### src/power_mode_params.svh
`ifndef POWER_MODE_PARAMS_SVH
`define POWER_MODE_PARAMS_SVH
// ==========================================================
// register map (indices on the host register port)
// ==========================================================
`define PM_REG_MODE_IDX      8'h0e
`define PM_REG_SLEEP_IDX     8'h0f
`define PM_REG_PORT_BASE     8'h1d
`define PM_REG_PORT_STRIDE   8'h10
`define PM_REG_STATUS_IDX    8'h10
// ==========================================================
// fields and reset values
// ==========================================================
`define PM_MODE_LSB          3
`define PM_MODE_MSB          4
`define PM_PORT_PD_BIT       3
`define PM_MODE_RESET        8'h00
`define PM_SLEEP_RESET       8'h00
`define PM_PORT_RESET        8'h00
// ==========================================================
// timing
// ==========================================================
`define PM_CLK_HZ            40000000
`define PM_PULSE_NS          120
`define PM_PULSE_PERIOD_HZ   1
`define PM_SLEEP_UNIT_NS     1000000
`endif

### src/power_mode_pkg.sv
// ==========================================================
// shared types
// ==========================================================
package power_mode_pkg;
   // global operating mode, encoded as the two-bit field
   typedef enum logic [1:0] {
      MODE_NORMAL   = 2'h0,
      MODE_ENERGY   = 2'h1,
      MODE_SOFT_PD  = 2'h2,
      MODE_SAVING   = 2'h3
   } op_mode_t;

   // register port request
   typedef struct packed {
      logic       wr;
      logic       rd;
      logic [7:0] addr;
      logic [7:0] wdata;
   } reg_req_t;

   // enables for the gated function blocks
   typedef struct packed {
      logic pll_en;
      logic mac_en;
      logic host_en;
      logic phy_tx_en;
      logic phy_rx_en;
      logic energy_det_en;
   } block_en_t;
endpackage

### src/link_pulse_gen.sv
`timescale 1ns/1ps
`default_nettype none
`include "power_mode_params.svh"
// ==========================================================
// periodic link pulse generator
// ==========================================================
module link_pulse_gen #(
   parameter int PERIOD_CYC = 40000000,
   parameter int WIDTH_CYC  = 4
) (
   input  wire logic core_clk_in,
   input  wire logic rst_in,
   input  wire logic run_in,
   output logic      pulse_out
);
   logic [31:0] cnt_r;   // position within the period
   logic [31:0] cnt_nxt;
   logic        pulse_r;
   logic        pulse_nxt;

   // parked on the last count while stopped, so the first pulse is full width
   always_comb begin
      cnt_nxt   = cnt_r;
      pulse_nxt = 1'b0;
      if (!run_in) begin
         cnt_nxt = 32'(PERIOD_CYC - 1);
      end else begin
         cnt_nxt   = (cnt_r >= 32'(PERIOD_CYC - 1)) ? 32'h0 : cnt_r + 32'h1;
         pulse_nxt = (cnt_nxt < 32'(WIDTH_CYC)); // first cycles of each period
      end
   end

   // register only
   always_ff @(posedge core_clk_in or posedge rst_in) begin
      if (rst_in) begin
         cnt_r   <= 32'h0;
         pulse_r <= 1'b0;
      end else begin
         cnt_r   <= cnt_nxt;
         pulse_r <= pulse_nxt;
      end
   end

   assign pulse_out = pulse_r;
endmodule
`default_nettype wire

### src/power_mode_control.sv
`timescale 1ns/1ps
`default_nettype none
`include "power_mode_params.svh"
// ==========================================================
// power mode controller
// ==========================================================
module power_mode_control
   import power_mode_pkg::*;
#(
   parameter int NUM_PORTS      = 5,
   parameter int CLK_HZ         = `PM_CLK_HZ,
   parameter int SLEEP_UNIT_CYC = (`PM_CLK_HZ / 1000) * (`PM_SLEEP_UNIT_NS / 1000000),
   parameter int PULSE_PER_CYC  = `PM_CLK_HZ / `PM_PULSE_PERIOD_HZ
) (
   input  wire logic                     core_clk_in,
   input  wire logic                     rst_in,
   input  wire logic                     chip_powerdown_n_in,  // active low power-down pin
   input  wire power_mode_pkg::reg_req_t req_in,               // host register access
   input  wire logic [NUM_PORTS-1:0]     cable_energy_in,      // per-port line energy
   input  wire logic [NUM_PORTS-1:0]     autoneg_en_in,        // per-port auto-negotiation on
   input  wire logic [NUM_PORTS-1:0]     link_up_in,           // per-port cable connected
   output logic [7:0]                    rdata_out,
   output logic                          rvalid_out,
   output power_mode_pkg::block_en_t     chip_en_out,          // chip-level enables
   output logic [NUM_PORTS-1:0]          phy_tx_en_out,
   output logic [NUM_PORTS-1:0]          phy_rx_en_out,
   output logic                          link_pulse_out,
   output logic                          traffic_ok_out,       // packets may flow
   output logic                          soft_reset_out        // internal reset pulse
);
   // ==========================================================
   // timing counts
   // ==========================================================
   // least time rounds up
   localparam int PULSE_CYC = ((`PM_PULSE_NS * (CLK_HZ / 1000000)) + 999) / 1000;

   typedef enum {ED_AWAKE, ED_ASLEEP} ed_state_t;

   // ==========================================================
   // decode helpers
   // ==========================================================
   // port index for a port-control address, NUM_PORTS when none
   function automatic int port_of(input logic [7:0] a);
      port_of = NUM_PORTS;
      for (int i = 0; i < NUM_PORTS; i++) begin
         if (a == 8'(`PM_REG_PORT_BASE + i * `PM_REG_PORT_STRIDE)) begin
            port_of = i;
         end
      end
   endfunction

   // ==========================================================
   // state
   // ==========================================================
   op_mode_t               mode_r, mode_nxt;             // global mode field
   logic [7:0]             mode_reg_r, mode_reg_nxt;     // rest of mode register
   logic [7:0]             sleep_r, sleep_nxt;           // go-sleep delay
   logic [NUM_PORTS-1:0]   port_pd_r, port_pd_nxt;       // per-port power-down
   ed_state_t              ed_r, ed_nxt;                 // energy detect sub-state
   logic [31:0]            unit_cnt_r, unit_cnt_nxt;     // delay prescaler
   logic [8:0]             idle_cnt_r, idle_cnt_nxt;     // idle time in delay units
   logic                   pd_seen_r, pd_seen_nxt;       // pin was low last cycle
   logic                   srst_r, srst_nxt;             // internal reset pulse
   logic [7:0]             rdata_r, rdata_nxt;
   logic                   rvalid_r, rvalid_nxt;
   block_en_t              chip_en_r, chip_en_nxt;
   logic [NUM_PORTS-1:0]   tx_en_r, tx_en_nxt;
   logic [NUM_PORTS-1:0]   rx_en_r, rx_en_nxt;
   logic                   traffic_r, traffic_nxt;
   logic                   pulse_w;
   logic                   any_energy;
   logic                   host_acc;
   int                     wport;
   int                     rport;

   assign any_energy = |cable_energy_in;
   assign host_acc   = req_in.wr | req_in.rd;

   // ==========================================================
   // register and mode state
   // ==========================================================
   // an internal reset restores defaults; hardware reset does too
   always_comb begin
      mode_nxt     = mode_r;
      mode_reg_nxt = mode_reg_r;
      sleep_nxt    = sleep_r;
      port_pd_nxt  = port_pd_r;
      pd_seen_nxt  = ~chip_powerdown_n_in;
      srst_nxt     = 1'b0;
      rdata_nxt    = rdata_r;
      rvalid_nxt   = 1'b0;
      wport        = port_of(req_in.addr);
      rport        = wport;
      if (!chip_powerdown_n_in) begin
         // whole chip held down while the pin is low
         mode_nxt     = MODE_NORMAL;
         mode_reg_nxt = `PM_MODE_RESET;
         sleep_nxt    = `PM_SLEEP_RESET;
         port_pd_nxt  = '0;
      end else if (pd_seen_r) begin
         srst_nxt = 1'b1;
      end else if (mode_r == MODE_SOFT_PD) begin
         // any access, even a dummy one, wakes and resets
         if (host_acc) begin
            mode_nxt     = MODE_NORMAL;
            mode_reg_nxt = `PM_MODE_RESET;
            sleep_nxt    = `PM_SLEEP_RESET;
            port_pd_nxt  = '0;
            srst_nxt     = 1'b1;
         end
      end else if (mode_r != MODE_ENERGY) begin
         // host interface only alive in normal and saving modes
         if (req_in.wr) begin
            if (req_in.addr == `PM_REG_MODE_IDX) begin
               // new mode applies on the next edge
               mode_nxt     = op_mode_t'(req_in.wdata[`PM_MODE_MSB:`PM_MODE_LSB]);
               mode_reg_nxt = req_in.wdata;
            end else if (req_in.addr == `PM_REG_SLEEP_IDX) begin
               sleep_nxt = req_in.wdata;
            end else if (wport < NUM_PORTS) begin
               port_pd_nxt[wport] = req_in.wdata[`PM_PORT_PD_BIT];
            end
         end
         if (req_in.rd) begin
            rvalid_nxt = 1'b1;
            if (req_in.addr == `PM_REG_MODE_IDX) begin
               rdata_nxt = {mode_reg_r[7:`PM_MODE_MSB+1], mode_r, mode_reg_r[`PM_MODE_LSB-1:0]};
            end else if (req_in.addr == `PM_REG_SLEEP_IDX) begin
               rdata_nxt = sleep_r;
            end else if (req_in.addr == `PM_REG_STATUS_IDX) begin
               rdata_nxt = {6'h0, ed_r == ED_ASLEEP, traffic_r};
            end else if (rport < NUM_PORTS) begin
               rdata_nxt = 8'(port_pd_r[rport]) << `PM_PORT_PD_BIT;
            end else begin
               rdata_nxt = 8'h00;                             // unmapped reads zero
            end
         end
      end
   end

   // register only
   always_ff @(posedge core_clk_in or posedge rst_in) begin
      if (rst_in) begin
         mode_r     <= MODE_NORMAL;
         mode_reg_r <= `PM_MODE_RESET;
         sleep_r    <= `PM_SLEEP_RESET;
         port_pd_r  <= '0;
         pd_seen_r  <= 1'b0;
         srst_r     <= 1'b0;
         rdata_r    <= 8'h00;
         rvalid_r   <= 1'b0;
      end else begin
         mode_r     <= mode_nxt;
         mode_reg_r <= mode_reg_nxt;
         sleep_r    <= sleep_nxt;
         port_pd_r  <= port_pd_nxt;
         pd_seen_r  <= pd_seen_nxt;
         srst_r     <= srst_nxt;
         rdata_r    <= rdata_nxt;
         rvalid_r   <= rvalid_nxt;
      end
   end

   // ==========================================================
   // energy detect state machine
   // ==========================================================
   // idle time counted in delay units; strictly greater than delay
   always_comb begin
      ed_nxt       = ed_r;
      unit_cnt_nxt = unit_cnt_r;
      idle_cnt_nxt = idle_cnt_r;
      if (mode_r != MODE_ENERGY || !chip_powerdown_n_in) begin
         ed_nxt       = ED_AWAKE;
         unit_cnt_nxt = 32'h0;
         idle_cnt_nxt = 9'h0;
      end else begin
         case (ed_r)
            ED_AWAKE: begin
               if (any_energy) begin
                  unit_cnt_nxt = 32'h0;
                  idle_cnt_nxt = 9'h0;
               end else if (idle_cnt_r > {1'b0, sleep_r}) begin
                  ed_nxt = ED_ASLEEP;
               end else if (unit_cnt_r >= 32'(SLEEP_UNIT_CYC - 1)) begin
                  unit_cnt_nxt = 32'h0;
                  idle_cnt_nxt = idle_cnt_r + 9'h1;
               end else begin
                  unit_cnt_nxt = unit_cnt_r + 32'h1;
               end
            end
            ED_ASLEEP: begin
               if (any_energy) begin
                  ed_nxt       = ED_AWAKE;
                  unit_cnt_nxt = 32'h0;
                  idle_cnt_nxt = 9'h0;
               end
            end
            default: ed_nxt = ED_AWAKE;
         endcase
      end
   end

   // register only
   always_ff @(posedge core_clk_in or posedge rst_in) begin
      if (rst_in) begin
         ed_r       <= ED_AWAKE;
         unit_cnt_r <= 32'h0;
         idle_cnt_r <= 9'h0;
      end else begin
         ed_r       <= ed_nxt;
         unit_cnt_r <= unit_cnt_nxt;
         idle_cnt_r <= idle_cnt_nxt;
      end
   end

   // ==========================================================
   // block enables
   // ==========================================================
   // one decode per mode; port bits override per port
   always_comb begin
      chip_en_nxt = '0;
      tx_en_nxt   = '0;
      rx_en_nxt   = '0;
      traffic_nxt = 1'b0;
      if (chip_powerdown_n_in) begin
         case (mode_r)
            MODE_NORMAL: begin
               chip_en_nxt = '{1'b1, 1'b1, 1'b1, 1'b1, 1'b1, 1'b1};
               tx_en_nxt   = '1;
               rx_en_nxt   = '1;
               traffic_nxt = 1'b1;
            end
            MODE_SAVING: begin
               chip_en_nxt = '{1'b1, 1'b1, 1'b1, 1'b1, 1'b1, 1'b1};
               tx_en_nxt   = '1;
               // receiver off only for idle autoneg ports
               rx_en_nxt   = ~(autoneg_en_in & ~link_up_in & ~cable_energy_in);
               traffic_nxt = 1'b1;
            end
            MODE_ENERGY: begin
               chip_en_nxt.energy_det_en = 1'b1;
               if (ed_r == ED_AWAKE) begin
                  chip_en_nxt.phy_tx_en = 1'b1;
                  chip_en_nxt.phy_rx_en = 1'b1;
                  tx_en_nxt   = '1;
                  rx_en_nxt   = '1;
                  traffic_nxt = 1'b1;
               end
            end
            MODE_SOFT_PD: begin
               chip_en_nxt = '0;
            end
            default: chip_en_nxt = '0;
         endcase
      end
      tx_en_nxt = tx_en_nxt & ~port_pd_r;
      rx_en_nxt = rx_en_nxt & ~port_pd_r;
   end

   // register only
   always_ff @(posedge core_clk_in or posedge rst_in) begin
      if (rst_in) begin
         chip_en_r <= '0;
         tx_en_r   <= '0;
         rx_en_r   <= '0;
         traffic_r <= 1'b0;
      end else begin
         chip_en_r <= chip_en_nxt;
         tx_en_r   <= tx_en_nxt;
         rx_en_r   <= rx_en_nxt;
         traffic_r <= traffic_nxt;
      end
   end

   // ==========================================================
   // link pulses in energy detect mode
   // ==========================================================
   // pulses keep running in both energy sub-states
   link_pulse_gen #(
      .PERIOD_CYC (PULSE_PER_CYC),
      .WIDTH_CYC  (PULSE_CYC)
   ) u_pulse (
      .core_clk_in (core_clk_in),
      .rst_in      (rst_in),
      .run_in      (mode_r == MODE_ENERGY && chip_powerdown_n_in),
      .pulse_out   (pulse_w)
   );

   assign rdata_out      = rdata_r;
   assign rvalid_out     = rvalid_r;
   assign chip_en_out    = chip_en_r;
   assign phy_tx_en_out  = tx_en_r;
   assign phy_rx_en_out  = rx_en_r;
   assign link_pulse_out = pulse_w;
   assign traffic_ok_out = traffic_r;
   assign soft_reset_out = srst_r;
endmodule
`default_nettype wire

### config.mk
export PLATFORM = sky130hd
export DESIGN_NAME = power_mode_control
export DESIGN_NICKNAME = d
export VERILOG_FILES = /design/src/power_mode_pkg.sv /design/src/link_pulse_gen.sv /design/src/power_mode_control.sv
export VERILOG_INCLUDE_DIRS = /design/src
export SDC_FILE = /design/constraint.sdc
export NUM_CORES = 1
export LEC_CHECK = 0
export BUFFER_PORTS_ARGS = -buffer_cell sky130_fd_sc_hd__buf_2
export CAP_MARGIN = 40
export CORE_ASPECT_RATIO = 1.5
export CORE_MARGIN = 2
export CORE_UTILIZATION = 44
export CTS_BUF_LIST = sky130_fd_sc_hd__clkbuf_16
export CTS_CLUSTER_DIAMETER = 30
export CTS_CLUSTER_SIZE = 40
export DETAILED_ROUTE_END_ITERATION = 8
export PLACE_DENSITY_LB_ADDON = 0.3
export SLEW_MARGIN = 20
export SYNTH_ARGS = -nofsm -noshare
export SYNTH_HDL_FRONTEND = slang
export SYNTH_SLANG_ARGS = --single-unit
### constraint.sdc
create_clock -name core_clk_in -period 3.4 [get_ports core_clk_in]
set_input_delay 0.34 -clock core_clk_in [delete_from_list [all_inputs] [get_ports core_clk_in]]
set_output_delay 0.34 -clock core_clk_in [all_outputs]
set_load 0.005 [all_outputs]
After elaboration in Yosys (flattened, before gate mapping)
Cells that the tools add are included.
{"block": "word_totals", "regBits": 157, "output_inout_bits": 28}
{"block": "op_classes", "add_sub_neg": 3, "magnitude_cmp": 7, "eq_ne": 28, "n_mux": 85, "bitwise": 12, "n_reduce_logical": 17}
{"cell": "$mux W32", "n": 13}
{"cell": "$mux W8", "n": 16}
{"cell": "$pmux W32 S2", "n": 2}
{"cell": "$add A32 B1 Y32 const B", "n": 2}
{"cell": "$logic_not A32 Y1", "n": 2}
{"cell": "$mux W5", "n": 12}
{"cell": "$mux W9", "n": 5}
{"cell": "$eq A32 B1 Y1 const B", "n": 1}
{"cell": "$eq A32 B2 Y1 const B", "n": 1}
{"cell": "$ge A32 B1 Y1 const B", "n": 1}
{"cell": "$ge A32 B16 Y1 const B", "n": 1}
{"cell": "$ge A32 B26 Y1 const B", "n": 1}
{"cell": "$lt A32 B3 Y1 const B", "n": 1}
{"cell": "$lt A32 B4 Y1 const B", "n": 1}
{"cell": "$lt A32 B5 Y1 const B", "n": 1}
{"cell": "$and A5 B5 Y5", "n": 4}
{"cell": "$not A5 Y5", "n": 4}
{"cell": "$ne A3 B3 Y1 const B", "n": 6}
{"cell": "$pmux W9 S2", "n": 1}
{"cell": "$eq A8 B4 Y1 const B", "n": 2}
{"cell": "$eq A8 B5 Y1 const B", "n": 2}
{"cell": "$eq A8 B6 Y1 const B", "n": 2}
{"cell": "$eq A8 B7 Y1 const B", "n": 2}
{"cell": "$mux W2", "n": 8}
{"cell": "33 further kinds", "n": 61}

Logic depth before layout (Yosys ltp)
{"block": "logic_depth", "ltp_word": 19, "ltp_mapped": 10}

By module
From an unflattened synthesis, not the netlist that was laid out.
{"block": "hier_totals", "hier_cells": 716, "area_unflattened_um2": 6702.7}
{"module": "power_mode_control", "n_inst": 1, "cells_per_inst": 498, "area_per_inst_um2": 4682.0, "seq_area_each_um2": 2202.1}
{"module": "link_pulse_gen", "n_inst": 1, "cells_per_inst": 218, "area_per_inst_um2": 2020.7, "seq_area_each_um2": 825.8}

Least setup slack after synthesis
OpenSTA, ideal clock, no wires.
{"block": "synth_timing", "path_kind": "register to register", "startpoint": "register idle_cnt_r[6]", "endpoint": "register idle_cnt_r[3]", "setup_ps": 78, "t_arrival_ps": 2112, "required_ps": 3322, "path_slack_ps": 1211, "path_stages_with_launch": 9, "period_less_slack_ps": 2189, "path_cell_list": "dfrtp_1 > ha_1 > nand3_1 > or3_1 > o21ai_0 > nand3_1 > buf_2 > or3_1 > a21oi_1"}
{"block": "synth_via", "elab_chain_cells": 3}
{"item": "start: declaration", "line": "power_mode_control.sv:61", "rtl": "logic [8:0] idle_cnt_r, idle_cnt_nxt;"}
{"item": "start signal: assignment", "line": "power_mode_control.sv:212", "rtl": "idle_cnt_r <= idle_cnt_nxt;"}
{"item": "$gt A9 B8 Y1", "line": "power_mode_control.sv:182", "rtl": "end else if (idle_cnt_r > {1'b0, sleep_r}) begin"}
{"item": "$ne A4 B4 Y1 (no source line)"}
{"item": "$reduce_and A4 Y1 (no source line)"}
No other way between the ends.
A chain may end at the register's enable or synchronous reset.

Worst setup path after layout
{"block": "layout_timing", "startpoint": "register idle_cnt_r[6]", "endpoint": "register idle_cnt_r[5]"}
Same word-level chain as after synthesis.

==> impl_metrics.yaml <==
outcome:
  outcome: "complete, no violations"
synthesis:
  synth_edf_count: 0
  synth_area_um2: 6320
  ys_seq_area_share_pct: 47.9
  ys_ff_latch: 121
  yosysWarnings: 0
  syn_avg_cell_area_um2: 9.25
  synthFlopType: "dfrtp_1"
  ys_types: 70
  async_flop_share_pct: 100
  netlist_instances: 683
worst_setup_path:
  path_max_fanout: 14
  critPathKind: "reg2reg"
  reg2reg_from: "idle_cnt_r[6]$_DFFE_PP0P_"
  worst-r2r-cell-count: 7
  cp-end-kind: "register"
  cp-start-kind: "register"
  reg2reg_to: "idle_cnt_r[5]$_DFFE_PP0P_"
  required_ns: 3.74
  r2r_slack_ns: 0.73
  arrival_ns: 3.01
clocking:
  cts_resized: 0
  cts.sinks: 121
  cts_tree: "done"
  cts.clk_slew.worst_paths_ns: 0.05
  postCtsHoldBufs: 1
  insertion_delay_ns: 0.42
  htree_levels: 4
  cts_made_buffers: 17
  cts.path.max_buffers: 2
  cts_root_buffer: "clkbuf_16"
  cts_setup_buffers: 0
sta:
  final_hold_viol_count: 0
  skew_ns: 0.00509
  rsz0062_at_grt: "no"
  min_period_over_period_pct: 78.5
  period_needed_ns: 2.67
  slew_viol_final: 0
  tns_ns: 0
  worst_pin_slew_ns: 0.773
  slew_headroom_pct: 47.9
  max_freq_mhz: 375
  final-setup-viol-count: 0
drt:
  drcViolationCount: 0
  drt-initial-drc-count: 242
  wl_per_cell_um: 15.8
  postRouteAntennaNets: 0
  dr_total_vias: 5269
  wirelength_um: 15000
  dr.pass1.iters: 5
  routed_via_density: 5.55
cells_and_area:
  antenna_cells: 0
  mostFrequentLayoutCell: "dfrtp_1"
  layout.cells.non_filler: 949
  regArea_um2: 3030
  drive_above_1_share_pct: 15.5
  multi_input_area_um2: 3010
  final_cell_area_um2: 7340
  syn2layout_area_growth_pct: 16.2
  finalNetCount: 797
  fillers: 1349
  utilization_pct: 52.2
  final_cell_mix: "dfrtp_1, nand2_1, buf_2"
die:
  num_io_pins: 64
  core-area_um2: 14100
  rows: 53
  die_area_um2: 15400
  die_y_um: 151
  start_util_pct: 44.9
  dieWidth_um: 102
power:
  power_density_nw_per_um2: 527
  finalPower_uw: 3870
  vdd_drop_max_mv: 0.322
  leakagePower_uw: 0.00311
flow_run:
  drv_cap: 0
place:
  gp_congestion: 0.849
  dp_hpwl_um: 10900
  placed_area_um2: 6790
  io_buffers: 63
  dpl.cell_count: 919
grt:
  grt_max_degree: 67
  grt.overflow.total: 0
  grt_pass1_wl_um: 25600
  grt_use_total_pct: 21.3
  grt_pass1_vias: 5331
  antenna_found_initial: 0
min_path:
  min_to: "mode_reg_r[1]$_DFFE_PP0P_"
  worstHoldStart: "req_in[1]"
  hold_path_depth: 3
  hp-class: "in2reg"
[cells in the mapped netlist, drive strengths merged (3+ instances only)]
cell type	count	share of area (%)
dfrtp	121	48
nand2	78	4.7
nor2	61	3.7
o21ai	52	4.3
inv	39	2.3
nand3	34	2.8
a21oi	30	2.4
nand4	23	2.4
nor3	22	2.1
xor2	19	2.6
buf	17	1.7
ha	14	2.8
nor4	14	1.6
o21a	14	1.7
o31ai	13	1.5
clkbuf	12	0.73
xnor2	12	1.7
or3	10	0.99
and3	8	0.79
a211oi	7	0.83
and2	7	0.73
mux2i	7	1.1
nand2b	7	0.69
o22ai	6	0.59
or4	6	0.83
o2bb2ai	5	0.69
a31oi	4	0.40
o211ai	4	0.55
a41oi	3	0.42
or2	3	0.30
[final cells by class]
cell class	instances	share of cell area (%)
Clock buffer	17	5.79
Sequential cell	121	41.2
Tap cell	192	3.27
Timing Repair Buffer	69	5.11
Inverter	40	2.11
Multi-Input combinational cell	498	40.9
Clock inverter	12	1.53
[registers in the layout, summed over array words and instances (netlist names), 3 cells and up]
register	cells
mode_reg_r	7
chip_en_out	3
u_pulse.cnt_r	32
sleep_r	8
phy_rx_en_out	5
rdata_out	8
unit_cnt_r	32
phy_tx_en_out	5
port_pd_r	5
idle_cnt_r	9
[critical path, cell delays in order (launching register included)]
cell	delay [ns]
dfrtp_1	0.42
ha_1	0.31
nand3_1	0.10
or3_1	0.43
o21ai_0	0.16
nand3_1	0.39
or4_1	0.62
a21oi_1	0.15
[metrics by stage]
stage | setup WS [ns] | hold slack (ns)
after floorplan | 1.21 | 0.422
after global placement | 0.844 | 0.424
after detailed placement | 0.769 | 0.442
after CTS | 0.742 | 0.181
after global routing | 0.511 | 0.183
final | 0.730 | 0.197
[logic make-up (layout without fill, tap and decap cells)]
kind of cell    count (synthesis)  count (layout)  share of synthesized area (%)
buf+inv                        69             138                           4.79
flops                         121             121                           47.9
fa+ha+maj                      14              14                           2.77
compound gates                152             152                           15.3
xor+xnor                       31              31                           4.30
other cells                     1               6                         0.0594
simple gates                  286             286                           23.4
mux                             9               9                           1.47
[how the worst max path moves through the flow]
| stage | cells after the start | endpoint | slack (ns) | start |
|---|---|---|---|---|
| floorplan | 8 | idle_cnt_r[3]$_DFFE_PP0P_ | 1.21 | idle_cnt_r[6]$_DFFE_PP0P_ |
| global placement | 7 | idle_cnt_r[5]$_DFFE_PP0P_ | 0.84 | idle_cnt_r[6]$_DFFE_PP0P_ |
| detailed placement | 7 | idle_cnt_r[5]$_DFFE_PP0P_ | 0.77 | idle_cnt_r[6]$_DFFE_PP0P_ |
| CTS | 7 | idle_cnt_r[5]$_DFFE_PP0P_ | 0.74 | idle_cnt_r[6]$_DFFE_PP0P_ |
| global route | 7 | unit_cnt_r[10]$_DFFE_PP0P_ | 0.51 | idle_cnt_r[2]$_DFFE_PP0P_ |
| finish | 7 | idle_cnt_r[5]$_DFFE_PP0P_ | 0.73 | idle_cnt_r[6]$_DFFE_PP0P_ |
[power by group]
part | internal [µW] | switching, µW | total [µW]
Clock | 1050 | 622 | 1670
Sequential | 1550 | 84.4 | 1630
Combinational | 220 | 349 | 569
Total | 2810 | 1060 | 3870
[routing by layer]
metal  share of wire [%]  track usage [%]  vias to the layer above
met2                  52             36.0                      114
met1                  42             25.6                     2572
li1                    -                -                     2557
met3                 3.5             5.62                       26
met5                   0                0                        -
met4                 2.2             8.40                        0
Note: power is estimated with default switching activity, not from simulation.
